--- src/rtl/msmo_pkg.sv ---
// constants for the monitor scaling and analog meter output block
// Behaviour
// - run hours grow only after a full hour of drive running is counted.
// - reading the run hour clear setting always returns 9999.
// - writing 9999 to the run hour clear setting keeps run hours.
// - digit select 0 rounds decimal monitors to integers; 9999 does nothing.
// - in integer mode, monitor values below 0.99 show as zero.
// - digit select 1 drops hundredths; whole unit monitors pass unchanged.
// - panel selections 20 and 23 are never reformatted by digit select.
// - frequency full scale takes 0 to 400 Hz, starts at 60 Hz.
// - current full scale takes 0 to 500 A, starts at rated current.
// - meter code follows frequency, maximum at frequency full scale.
// - meter code follows current, maximum at current full scale.
// - full scales and gain trim reachable only while view select is 0.
// - full scales writable while running, whatever write protect says.
// - gain trim scales the meter ratio but never passes maximum code.
// - meter item 21 drives the fixed full scale reference level.
// - gain trim writes are accepted while the drive is running.
// - energization hours step hourly; run time pauses while stopped.
`default_nettype none

package msmo_pkg;

  // ***************************************************************
  // register byte offsets
  // ***************************************************************
  localparam logic [7:0] OFS_DIGSEL  = 8'h00;
  localparam logic [7:0] OFS_FREQFS  = 8'h04;
  localparam logic [7:0] OFS_CURFS   = 8'h08;
  localparam logic [7:0] OFS_GAIN    = 8'h0c;
  localparam logic [7:0] OFS_ITEMSEL = 8'h10;
  localparam logic [7:0] OFS_VIEWSEL = 8'h14;
  localparam logic [7:0] OFS_WPSEL   = 8'h18;
  localparam logic [7:0] OFS_RUNCLR  = 8'h1c;
  localparam logic [7:0] OFS_ENHRS   = 8'h20;
  localparam logic [7:0] OFS_RUNHRS  = 8'h24;
  localparam logic [7:0] OFS_STATUS  = 8'h28;

  // ***************************************************************
  // setting values and reset values
  // ***************************************************************
  localparam logic [15:0] VAL_NOFUNC  = 16'h270f;
  localparam logic [15:0] DIG_INT     = 16'h0000;
  localparam logic [15:0] DIG_TENTH   = 16'h0001;
  localparam logic [15:0] DIGSEL_RST  = VAL_NOFUNC;
  localparam logic [15:0] RUNCLR_DO   = 16'h0000;
  localparam logic [15:0] FREQFS_MAX  = 16'h9c40;
  localparam logic [15:0] FREQFS_RST  = 16'h1770;
  localparam logic [15:0] CURFS_MAX   = 16'hc350;
  localparam logic [15:0] GAIN_ONE    = 16'h1000;
  localparam logic [15:0] GAIN_MAX    = 16'h2000;
  localparam int          GAIN_SHIFT  = 12;
  localparam logic [7:0]  ITEM_FREQ   = 8'h01;
  localparam logic [7:0]  ITEM_CURR   = 8'h02;
  localparam logic [7:0]  ITEM_REF    = 8'h15;
  localparam logic [7:0]  ITEMSEL_RST = ITEM_FREQ;
  localparam logic [7:0]  PANEL_ENERG = 8'h14;
  localparam logic [7:0]  PANEL_RUNT  = 8'h17;
  localparam logic [15:0] VIEW_ALL    = 16'h0000;
  localparam logic [15:0] VIEWSEL_RST = VIEW_ALL;
  localparam logic [1:0]  WP_STOPPED  = 2'h0;
  localparam logic [1:0]  WP_LOCK     = 2'h1;
  localparam logic [1:0]  WP_FREE     = 2'h2;
  localparam logic [1:0]  WPSEL_RST   = WP_STOPPED;
  localparam logic [1:0]  DEC0        = 2'h0;
  localparam logic [1:0]  DEC1        = 2'h1;
  localparam logic [1:0]  DEC2        = 2'h2;
  localparam logic [15:0] LIM_DEC1    = 16'h000a;
  localparam logic [15:0] LIM_DEC2    = 16'h0063;

  // ***************************************************************
  // timing
  // ***************************************************************
  localparam int unsigned CLK_PERIOD_NS = 8;
  localparam int unsigned SECOND_NS     = 1000000000;
  localparam int unsigned SEC_CYCLES    = SECOND_NS / CLK_PERIOD_NS;
  localparam int unsigned HOUR_S        = 3600;

endpackage

`default_nettype wire

--- src/rtl/msmo_scale.sv ---
// meter output scaling stage with gain trim and saturation
`default_nettype none

module msmo_scale
  import msmo_pkg::*;
#(
  parameter int METER_W = 12
) (
  input  wire logic               clk,
  input  wire logic               rstN,
  input  wire logic [15:0]        value,
  input  wire logic [15:0]        fullScale,
  input  wire logic [15:0]        gain,
  input  wire logic               refMode,
  output logic      [METER_W-1:0] code
);

  localparam logic [METER_W-1:0] FULL = {METER_W{1'b1}};

  logic [31:0]        quot;
  logic [METER_W-1:0] ratio;
  logic [31:0]        trimmed;
  logic [METER_W-1:0] code_next;

  // ***************************************************************
  // ratio and trim
  // ***************************************************************
  always_comb begin
    quot = 32'h0;
    if (refMode) begin
      ratio = FULL;
    end else if (fullScale == 16'h0000) begin
      ratio = (value != 16'h0000) ? FULL : '0;
    end else begin
      quot = (32'(value) * 32'(FULL)) / 32'(fullScale);
      ratio = (quot > 32'(FULL)) ? FULL : quot[METER_W-1:0];
    end
    trimmed = (32'(ratio) * 32'(gain)) >> GAIN_SHIFT;
    code_next = (trimmed > 32'(FULL)) ? FULL : trimmed[METER_W-1:0];
  end

  always_ff @(posedge clk or negedge rstN) begin
    if (!rstN) begin
      code <= '0;
    end else begin
      code <= code_next;
    end
  end
endmodule

`default_nettype wire

--- src/rtl/msmo_top.sv ---
// monitor display rounding, run hour counters and analog meter output with APB registers
//
// Design decisions made here: the placing of the registers and the APB register port.
`default_nettype none

module msmo_top
  import msmo_pkg::*;
#(
  parameter int unsigned SEC_CYCLES_P  = SEC_CYCLES,
  parameter int unsigned HOUR_SECS_P   = HOUR_S,
  parameter logic [15:0] RATED_CURRENT = 16'h01f4,
  parameter int          METER_W       = 12
) (
  input  wire logic               clk,
  input  wire logic               rst_b,
  input  wire logic               psel,
  input  wire logic               penable,
  input  wire logic               pwrite,
  input  wire logic [7:0]         paddr,
  input  wire logic [31:0]        pwdata,
  output logic                    pready,
  output logic      [31:0]        prdata,
  output logic                    pslverr,
  input  wire logic               driveRunning,
  input  wire logic [15:0]        freqMonitor,
  input  wire logic [15:0]        currentMonitor,
  input  wire logic [15:0]        monitorValue,
  input  wire logic [1:0]         monitorDecimals,
  input  wire logic [7:0]         panelMonitorSelect,
  output logic      [15:0]        displayValue,
  output logic      [1:0]         displayDecimals,
  output logic      [METER_W-1:0] analogMeterOutput
);

  // ***************************************************************
  // elaboration checks
  // ***************************************************************
  if (METER_W < 4 || METER_W > 16) begin : g_bad_meter
    $error("METER_W must lie in 4..16");
  end
  if (SEC_CYCLES_P < 2) begin : g_bad_sec
    $error("SEC_CYCLES_P must be at least 2");
  end
  if (HOUR_SECS_P < 2 || HOUR_SECS_P > 4095) begin : g_bad_hour
    $error("HOUR_SECS_P must lie in 2..4095");
  end

  localparam logic [31:0] SEC_LAST  = 32'(SEC_CYCLES_P - 1);
  localparam logic [11:0] HOUR_LAST = 12'(HOUR_SECS_P - 1);

  function automatic logic paramWritable(input logic [1:0] wp, input logic running);
    return (wp == WP_FREE) || (wp == WP_STOPPED && !running);
  endfunction

  function automatic logic [15:0] roundInt(input logic [15:0] v, input logic [1:0] d);
    logic [16:0] sum;
    sum = 17'h00000;
    if (d == DEC2) begin
      sum = (17'(v) + 17'h00032) / 17'h00064;
      return (v < LIM_DEC2) ? 16'h0000 : sum[15:0];
    end else if (d == DEC1) begin
      sum = (17'(v) + 17'h00005) / 17'h0000a;
      return (v < LIM_DEC1) ? 16'h0000 : sum[15:0];
    end
    return v;
  endfunction

  // ***************************************************************
  // reset release
  // ***************************************************************
  logic rstSync1_reg;
  logic rstSync2_reg;
  logic rstN;

  always_ff @(posedge clk or negedge rst_b) begin
    if (!rst_b) begin
      rstSync1_reg <= 1'b0;
      rstSync2_reg <= 1'b0;
    end else begin
      rstSync1_reg <= 1'b1;
      rstSync2_reg <= rstSync1_reg;
    end
  end
  assign rstN = rstSync2_reg;

  // ***************************************************************
  // register state
  // ***************************************************************
  logic [15:0] digSel_reg;
  logic [15:0] freqFs_reg;
  logic [15:0] curFs_reg;
  logic [15:0] gain_reg;
  logic [7:0]  itemSel_reg;
  logic [15:0] viewSel_reg;
  logic [1:0]  wpSel_reg;
  logic [31:0] cycCnt_reg;
  logic [11:0] enSec_reg;
  logic [15:0] enHours_reg;
  logic [11:0] runSec_reg;
  logic [15:0] runHours_reg;
  logic [31:0] prdata_reg;

  logic        setup;
  logic        access;
  logic        wrEn;
  logic        wrOk;
  logic        rdOk;
  logic [31:0] rdData;
  logic [15:0] w16;
  logic        fsOpen;
  logic        opOpen;
  logic        runClrWr;
  logic        secTick;
  logic        runHourTick;

  assign setup    = psel & ~penable;
  assign access   = psel & penable;
  assign wrEn     = access & pwrite;
  assign w16      = pwdata[15:0];
  assign fsOpen   = (viewSel_reg == VIEW_ALL);
  assign opOpen   = paramWritable(wpSel_reg, driveRunning);
  assign runClrWr = wrEn && wrOk && (paddr == OFS_RUNCLR) && (w16 == RUNCLR_DO);

  // ***************************************************************
  // APB decode
  // ***************************************************************
  always_comb begin
    wrOk = 1'b0;
    if (paddr == OFS_DIGSEL) begin
      wrOk = opOpen && (w16 == DIG_INT || w16 == DIG_TENTH || w16 == VAL_NOFUNC);
    end else if (paddr == OFS_FREQFS) begin
      wrOk = fsOpen && (w16 <= FREQFS_MAX);
    end else if (paddr == OFS_CURFS) begin
      wrOk = fsOpen && (w16 <= CURFS_MAX);
    end else if (paddr == OFS_GAIN) begin
      wrOk = fsOpen && (w16 <= GAIN_MAX);
    end else if (paddr == OFS_ITEMSEL) begin
      wrOk = opOpen;
    end else if (paddr == OFS_VIEWSEL) begin
      wrOk = 1'b1;
    end else if (paddr == OFS_WPSEL) begin
      wrOk = (w16 <= {14'h0000, WP_FREE});
    end else if (paddr == OFS_RUNCLR) begin
      wrOk = (w16 == RUNCLR_DO) || (w16 == VAL_NOFUNC);
    end
  end

  always_comb begin
    rdOk   = 1'b1;
    rdData = 32'h00000000;
    if (paddr == OFS_DIGSEL) begin
      rdData = {16'h0000, digSel_reg};
    end else if (paddr == OFS_FREQFS) begin
      rdOk   = fsOpen;
      rdData = fsOpen ? {16'h0000, freqFs_reg} : 32'h00000000;
    end else if (paddr == OFS_CURFS) begin
      rdOk   = fsOpen;
      rdData = fsOpen ? {16'h0000, curFs_reg} : 32'h00000000;
    end else if (paddr == OFS_GAIN) begin
      rdOk   = fsOpen;
      rdData = fsOpen ? {16'h0000, gain_reg} : 32'h00000000;
    end else if (paddr == OFS_ITEMSEL) begin
      rdData = {24'h000000, itemSel_reg};
    end else if (paddr == OFS_VIEWSEL) begin
      rdData = {16'h0000, viewSel_reg};
    end else if (paddr == OFS_WPSEL) begin
      rdData = {30'h00000000, wpSel_reg};
    end else if (paddr == OFS_RUNCLR) begin
      rdData = {16'h0000, VAL_NOFUNC};
    end else if (paddr == OFS_ENHRS) begin
      rdData = {16'h0000, enHours_reg};
    end else if (paddr == OFS_RUNHRS) begin
      rdData = {16'h0000, runHours_reg};
    end else if (paddr == OFS_STATUS) begin
      rdData = {15'h0000, driveRunning, 16'(analogMeterOutput)};
    end else begin
      rdOk = 1'b0;
    end
  end

  assign pready  = 1'b1;
  assign pslverr = access & (pwrite ? ~wrOk : ~rdOk);
  assign prdata  = prdata_reg;

  always_ff @(posedge clk or negedge rstN) begin
    if (!rstN) begin
      prdata_reg <= 32'h00000000;
    end else if (setup && !pwrite) begin
      prdata_reg <= rdData;
    end
  end

  // ***************************************************************
  // settings
  // ***************************************************************
  always_ff @(posedge clk or negedge rstN) begin
    if (!rstN) begin
      digSel_reg  <= DIGSEL_RST;
      itemSel_reg <= ITEMSEL_RST;
      viewSel_reg <= VIEWSEL_RST;
      wpSel_reg   <= WPSEL_RST;
    end else if (wrEn && wrOk) begin
      if (paddr == OFS_DIGSEL) begin
        digSel_reg <= w16;
      end
      if (paddr == OFS_ITEMSEL) begin
        itemSel_reg <= pwdata[7:0];
      end
      if (paddr == OFS_VIEWSEL) begin
        viewSel_reg <= w16;
      end
      if (paddr == OFS_WPSEL) begin
        wpSel_reg <= pwdata[1:0];
      end
    end
  end

  always_ff @(posedge clk or negedge rstN) begin
    if (!rstN) begin
      freqFs_reg <= FREQFS_RST;
      curFs_reg  <= RATED_CURRENT;
    end else if (wrEn && wrOk) begin
      if (paddr == OFS_FREQFS) begin
        freqFs_reg <= w16;
      end
      if (paddr == OFS_CURFS) begin
        curFs_reg <= w16;
      end
    end
  end

  always_ff @(posedge clk or negedge rstN) begin
    if (!rstN) begin
      gain_reg <= GAIN_ONE;
    end else if (wrEn && wrOk && paddr == OFS_GAIN) begin
      gain_reg <= w16;
    end
  end

  // ***************************************************************
  // hour counters
  // ***************************************************************
  assign secTick     = (cycCnt_reg == SEC_LAST);
  assign runHourTick = secTick && driveRunning && (runSec_reg == HOUR_LAST);

  always_ff @(posedge clk or negedge rstN) begin
    if (!rstN) begin
      cycCnt_reg <= 32'h00000000;
    end else begin
      cycCnt_reg <= secTick ? 32'h00000000 : cycCnt_reg + 32'h00000001;
    end
  end

  always_ff @(posedge clk or negedge rstN) begin
    if (!rstN) begin
      enSec_reg   <= 12'h000;
      enHours_reg <= 16'h0000;
    end else if (secTick) begin
      if (enSec_reg == HOUR_LAST) begin
        enSec_reg   <= 12'h000;
        enHours_reg <= enHours_reg + 16'h0001;
      end else begin
        enSec_reg <= enSec_reg + 12'h001;
      end
    end
  end

  always_ff @(posedge clk or negedge rstN) begin
    if (!rstN) begin
      runSec_reg   <= 12'h000;
      runHours_reg <= 16'h0000;
    end else if (runClrWr) begin
      runSec_reg   <= 12'h000;
      runHours_reg <= 16'h0000;
    end else if (runHourTick) begin
      runSec_reg   <= 12'h000;
      runHours_reg <= runHours_reg + 16'h0001;
    end else if (secTick && driveRunning) begin
      runSec_reg <= runSec_reg + 12'h001;
    end
  end

  // ***************************************************************
  // panel display formatting
  // ***************************************************************
  logic [15:0] displayValue_next;
  logic [1:0]  displayDecimals_next;

  always_comb begin
    displayValue_next    = monitorValue;
    displayDecimals_next = monitorDecimals;
    if (panelMonitorSelect == PANEL_ENERG || panelMonitorSelect == PANEL_RUNT) begin
      displayValue_next    = monitorValue;
      displayDecimals_next = monitorDecimals;
    end else if (digSel_reg == DIG_INT && monitorDecimals != DEC0) begin
      displayValue_next    = roundInt(monitorValue, monitorDecimals);
      displayDecimals_next = DEC0;
    end else if (digSel_reg == DIG_TENTH && monitorDecimals == DEC2) begin
      displayValue_next    = monitorValue / 16'h000a;
      displayDecimals_next = DEC1;
    end
  end

  always_ff @(posedge clk or negedge rstN) begin
    if (!rstN) begin
      displayValue    <= 16'h0000;
      displayDecimals <= DEC0;
    end else begin
      displayValue    <= displayValue_next;
      displayDecimals <= displayDecimals_next;
    end
  end

  // ***************************************************************
  // meter item selection
  // ***************************************************************
  logic [15:0] meterValue;
  logic [15:0] meterFs;
  logic        meterRef;

  always_comb begin
    meterValue = 16'h0000;
    meterFs    = 16'h0000;
    meterRef   = 1'b0;
    case (itemSel_reg)
      ITEM_FREQ: begin
        meterValue = freqMonitor;
        meterFs    = freqFs_reg;
      end
      ITEM_CURR: begin
        meterValue = currentMonitor;
        meterFs    = curFs_reg;
      end
      ITEM_REF: begin
        meterRef = 1'b1;
      end
      default: begin
        meterValue = 16'h0000;
      end
    endcase
  end

  msmo_scale #(
    .METER_W(METER_W)
  ) u_scale (
    .clk      (clk),
    .rstN     (rstN),
    .value    (meterValue),
    .fullScale(meterFs),
    .gain     (gain_reg),
    .refMode  (meterRef),
    .code     (analogMeterOutput)
  );
endmodule

`default_nettype wire

--- config.mk ---
export PLATFORM = sky130hd
export DESIGN_NAME = msmo_top
export DESIGN_NICKNAME = d
export VERILOG_FILES = /design/src/rtl/msmo_pkg.sv /design/src/rtl/msmo_scale.sv /design/src/rtl/msmo_top.sv
export SDC_FILE = /design/constraint.sdc
export NUM_CORES = 2
export LEC_CHECK = 0
export BUFFER_PORTS_ARGS = -buffer_cell sky130_fd_sc_hd__buf_2
export CORE_MARGIN = 5
export CORE_UTILIZATION = 50
export CTS_BUF_LIST = sky130_fd_sc_hd__clkbuf_8 sky130_fd_sc_hd__clkbuf_16
export CTS_CLUSTER_SIZE = 30
export DETAILED_ROUTE_END_ITERATION = 10
export PLACE_DENSITY = 0.67
export REMOVE_ABC_BUFFERS = 1
export SYNTH_ARGS = -nofsm -noshare
export SYNTH_HDL_FRONTEND = slang
export SYNTH_SLANG_ARGS = --single-unit
--- constraint.sdc ---
create_clock -name clk -period 13.7 [get_ports clk]
set_input_delay 1.37 -clock clk [delete_from_list [all_inputs] [get_ports clk]]
set_output_delay 1.37 -clock clk [all_outputs]
set_load 0.005 [all_outputs]
Word-level counts from Yosys, hierarchy flattened
Index checks and enable logic that the tools add are counted.
Widths: inputs -> output; s select.

storage, ports and cells
  output and inout bits = 64
  input port bits = 104
  register bits after elaboration = 242
  logic and storage cells = 172

operators by class
  $lt $le $gt $ge = 8
  reduce and logical (&&, ||, !) cells = 38
  eq/ne operators = 24
  $add $sub $neg = 7
  muxes and demuxes = 64
  multipliers = 2
  divide/modulo/power cells = 4
  bitwise gates (word level) = 7

operators with widths
  cell                    count
  $mux 16                 13
  $mux 17                 11
  $mux 12                 9
  $logic_not 16->1        4
  $pmux 16 s2             2
  $eq 8x5->1 const B      7
  $add 16x1->16 const B   2
  $add 32x1->32 const B   1
  $div 28x16->32          1
  $eq 16x1->1 const B     2
  $eq 32x27->1 const B    1
  $gt 32x12->1 const B    1
  $le 16x16->1 const B    2
  $mux 32                 1
  $mul 12x16->28          1
  $mul 16x12->28 const B  1
  $mux 1                  25
  $add 12x1->12 const B   2
  $eq 12x12->1 const B    2
  $eq 8x6->1 const B      3
  $add 16x3->17 const B   1
  $add 16x6->17 const B   1
  $div 17x4->17 const B   1
  $div 17x7->17 const B   1
  other kinds (25)        59

Depth between registers and ports, before layout
  word-level depth = 15
  gate-level depth with buffers = 509
  gate-level depth less buffers = 463

Hierarchy
Synthesis repeated with hierarchy kept, for this count alone.

unflattened totals
  cell total of the unflattened synthesis = 6,909
  area, all modules = 53,043.4 um^2

by module, submodules not included
  module      times used  area each (um^2)  seq. area each (um^2)  cells an instance
  msmo_scale  1           32,758.9          300.3                  4,333
  msmo_top    1           20,284.5          5,408.9                2,576

Worst setup path before layout
OpenSTA, ideal clock, no wires.

  path type = flip-flop to flip-flop
  start point = register itemSel_reg[3]
  end point = register u_scale.code[10]
  cell stages (with the launch flop) = 479
  arrival = 97,081 ps
  clock period less this slack = 97,209 ps
  slack = -83,509 ps
  path buffers = 50
  cell sequence = dfrtp_1 -> nor4_1 -> nand2_1 -> nor2_1 -> clkbuf_1 -> clkbuf_1 -> a22oi_1 -> inv_1 -> fa_1 -> inv_1 -> fa_1 -> fa_1 -> inv_1 -> fa_1 -> inv_1 -> fa_1 -> inv_1 -> ha_1 -> (+443 left out) -> inv_1 -> fa_1 -> inv_1 -> ha_1 -> a21o_1 -> a21o_1 -> a21oi_1 -> o21ai_0 -> a21o_1 -> a21oi_1 -> nor2_1 -> a31oi_1 -> a311oi_2 -> o21ai_1 -> a31oi_1 -> xnor2_2 -> buf_4 -> nand3_1

between the ends
  cells in the longest elaborated chain, start to end = 11

ends and longest elaborated chain
  element                                          line              source
  from (decl)                                      msmo_top.sv:93    logic [7:0] itemSel_reg;
  from (signal assigned)                           msmo_top.sv:207   itemSel_reg <= pwdata[7:0];
  $eq 8x2->1 / $eq 8x1->1 (equally long branches)  msmo_top.sv:325   case (itemSel_reg)
  $pmux 16 s2                                      msmo_top.sv:325
  $mul 16x12->28                                   msmo_scale.sv:35  quot = (32'(value) * 32'(FULL)) / 32'(fullScale);
  $div 28x16->32                                   msmo_scale.sv:35
  $gt 32x12->1                                     msmo_scale.sv:36  ratio = (quot > 32'(FULL)) ? FULL : quot[METER_W-1:0];
  $mux 12                                          msmo_scale.sv:36
  $mux 12                                          msmo_scale.sv:32  end else if (fullScale == 16'h0000) begin
  $mux 12 (*)                                      msmo_scale.sv:30  if (refMode) begin
  $mul 12x16->28 (*)                               msmo_scale.sv:38  trimmed = (32'(ratio) * 32'(gain)) >> GAIN_SHIFT;
  $gt 16x12->1                                     msmo_scale.sv:39  code_next = (trimmed > 32'(FULL)) ? FULL : trimmed[METER_W-1:0];
  $mux 12 (*)                                      msmo_scale.sv:39
  net u_scale.code_next[10]                        msmo_scale.sv:23  logic [METER_W-1:0] code_next;
  to (signal assigned)                             msmo_scale.sv:46  code <= code_next;
  to (decl)                                        msmo_scale.sv:15  output logic [METER_W-1:0] code

Mark *: on every way through the listed nets, which the timed path passes. The rest lies on a longest branch.
A chain may end at the register's enable or synchronous reset.

Worst setup path in the final report
  start point = register itemSel_reg[3]
  end point = register u_scale.code[8]

The elaborated chain is that of the path after synthesis.

==> results.sh <==
export IMPL_synth_edff_count=0
export IMPL_fp_dieArea_sq_mm=0.109
export IMPL_wirelength_mm=203
export IMPL_ys_ff_latch=227
export IMPL_first_pass_iters=6
export IMPL_dp_cells=9911
export IMPL_cts_buffer_depth=3
export IMPL_grt_ovfl_total=0
export IMPL_drive_above_1_share_pct=36.1
export IMPL_finalCritPeriodShare_pct=631
export IMPL_rr_startpoint="itemSel_reg[3]"
export IMPL_syn_inst=6708
export IMPL_ioPinCount=168
export IMPL_die_w_um=330
export IMPL_final_seq_area_sq_mm=0.00571
export IMPL_vias=62000
export IMPL_maxCapViolCount=1
export IMPL_met2_usage_pct=57.6
export IMPL_fill_cells=7809
export IMPL_hold_path_class="reg -> async"
export IMPL_cts_root_buf="clkbuf_16"
export IMPL_avgSynthCellArea_sq_um=7.65
export IMPL_core_area_sq_mm=0.102
export IMPL_cp_max_fo=8
export IMPL_worst_pin_slew_ns=1.47
export IMPL_grt_first_pass_wirelength_mm=308
export IMPL_multi_input_area_sq_mm=0.0464
export IMPL_cp_end_kind="register"
export IMPL_gp_congestion=0.994
export IMPL_rsz0062_at_grt="yes"
export IMPL_stdcell_count=10300
export IMPL_slew_viol_final=0
export IMPL_yosys_warnings=0
export IMPL_dp_hpwl_mm=154
export IMPL_htreeDepth=1
export IMPL_first_global_vias=59100
export IMPL_r2r_end="u_scale.code[8]"
export IMPL_cts_buffers=20
export IMPL_viasPerCell=6.05
export IMPL_drc=0
export IMPL_fin_crit_ns=86.44
export IMPL_gr_usage_met1_pct=45.2
export IMPL_setup_tns_ns=-872.65
export IMPL_hold_buffers=0
export IMPL_fin_ws_ns=-72.74
export IMPL_synth_top_area_share_pct=13.2
export IMPL_ys_flop_type="dfrtp_1"
export IMPL_final_setup_viol_count=12
export IMPL_grt_max_degree=180
export IMPL_grt_usage_pct=34.1
export IMPL_worstPathArrival_ns=86.91
export IMPL_critical_path_startpoint_type="register"
export IMPL_dpl_cell_area_sq_mm=0.0673
export IMPL_failed_checks="max-capacitance violations, negative setup slack"
export IMPL_path_buf_inv=44
export IMPL_layout_common_cells="buf_4 (2156), nand2_1 (656), nor2_1 (519)"
export IMPL_mostFrequentLayoutCell="buf_4"
export IMPL_synth_cell_types=132
export IMPL_io_buffers=135
export IMPL_start_util_pct=50.4
export IMPL_wl_per_cell_um=19.8
export IMPL_relSlewSlack_pct=1.49
export IMPL_cts_tree="built"
export IMPL_max_clock_freq_ghz=0.0116
export IMPL_cp_required_ns=14.17
export IMPL_worstSetupPathType="reg -> reg"
export IMPL_synthArstFlopShare_pct=100
export IMPL_mappedNetlistArea_sq_mm=0.0513
export IMPL_worstSkewPairLatency_ns=0.56
export IMPL_yosysSeqAreaShare_pct=11.1
export IMPL_grtUsageMet3_pct=4.21
export IMPL_fp_row_count=117
export IMPL_antenna_found_initial=3
export IMPL_clk_pin_slew_worst_paths_ns=0.08
export IMPL_critPathSlowestCell="fa_1"
export IMPL_rr_worst_depth=468
export IMPL_r2r_slack_ns=-72.74
export IMPL_nets=9743
export IMPL_whs_ns=0.360
export IMPL_detail_route_antenna_nets=0
export IMPL_die_y_um=330
export IMPL_drt_iter0_drc=5600
export IMPL_hold_viol_final=0
export IMPL_critPathTopFamily="compound AO/OA/AOI/OAI gates"
export IMPL_largest_register_ff_count=32
export IMPL_final_cell_area_sq_mm=0.0738
export IMPL_synthToLayoutAreaGrowth_pct=43.7
export IMPL_synth_area_leaders="ha_1 (13%), dfrtp_1 (9.9%), fa_1 (9.0%), nand2_1 (5.0%), xnor2_1 (4.6%)"
export IMPL_synth_area_leader_cell="ha_1"
export IMPL_status="complete, but fails checks"
export IMPL_clock_sinks=227
export IMPL_cp_common_cell="o21a_1"
export IMPL_fin_skew_ns=0.0199
export IMPL_grt_busiest_layer="met2"
export IMPL_slowest_delay_ns=0.58
==> cell families after synthesis <==
family,share of synthesized area (%)
XOR/XNOR,7.15
other,0.0146
AND/OR/NAND/NOR,23.9
AO/OA/AOI/OAI,26.3
multiplexers,4.11
buffers and inverters,5.10
adder cells (fa/ha/maj),22.2
flip-flops,11.1
==> layer usage <==
metal	part of all wire [%]	up-vias
li1	-	28900
met1	41	29700
met5	0	-
met2	46	2708
met4	5.2	0
met3	8.1	666
==> synth_stat cells (all sizes together), types with 29 or more instances <==
master / number
a211oi: 61
a21boi: 29
a21o: 137
a21oi: 419
a221oi: 38
a22oi: 66
a31oi: 61
and2: 112
and3: 59
buf: 61
clkbuf: 171
dfrtp: 204
fa: 230
ha: 541
inv: 425
mux2: 144
mux2i: 49
nand2: 688
nand2b: 64
nand3: 195
nand4: 86
nor2: 568
nor2b: 78
nor3: 311
nor4: 64
o211ai: 54
o21a: 215
o21ai: 317
o31ai: 142
or2: 77
or3: 66
or4: 30
xnor2: 268
xor2: 150
==> worst register-to-register path, delay by kind of cell (launching register included) <==
| kind | cells | cell delay, ns |
|---|---|---|
| AOI/OAI and AO/OA | 268 | 49.44 |
| xor gates and xnor gates | 2 | 0.28 |
| adders and majority gates | 39 | 12.32 |
| buffers and inverters | 44 | 6.11 |
| DFF | 1 | 0.40 |
| muxes | 8 | 1.97 |
| and+or+nand+nor | 107 | 15.69 |
==> area by class of cell <==
type | instances | share of cell area [%]
diodes | 2 | 0.00679
clock buffers | 22 | 0.716
clock inverters | 14 | 0.231
inverters | 426 | 2.18
multi-input cells | 5843 | 62.9
flip-flops and latches | 227 | 7.75
well taps | 1368 | 2.32
repair buffers | 2350 | 23.9
==> how the worst max path moves through the flow <==
stage,slack [ns],endpoint,start,cells after the start
after global placement,-73.67,u_scale.code[10],currentMonitor[10],450
after global routing,-76.29,u_scale.code[8],itemSel_reg[3],474
after floorplan,-86.54,u_scale.code[6],itemSel_reg[3],429
after CTS,-70.48,u_scale.code[8],itemSel_reg[5],473
final,-72.74,u_scale.code[8],itemSel_reg[3],468
after detailed placement,-76.15,u_scale.code[2],currentMonitor[10],454
==> repair_timing <==
item	4_1_cts	5_1_grt
resized for setup	258	472
pin swaps	139	329
endpoints found under the setup margin	12	14
hold endpoints to repair	0	0
gates cloned	4	2
setup buffers	144	162
==> through the flow <==
step                setup WS (ns)  util, %
finish                     -72.74     72.4
global route               -76.29     72.4
CTS                        -70.48     68.9
detailed placement         -76.15     66.0
global placement           -73.67     66.0
floorplan                  -86.54        -
Power is left out: the tool's default activity adds up to more than one toggle a clock period on the data nets, which glitch-free logic cannot reach.
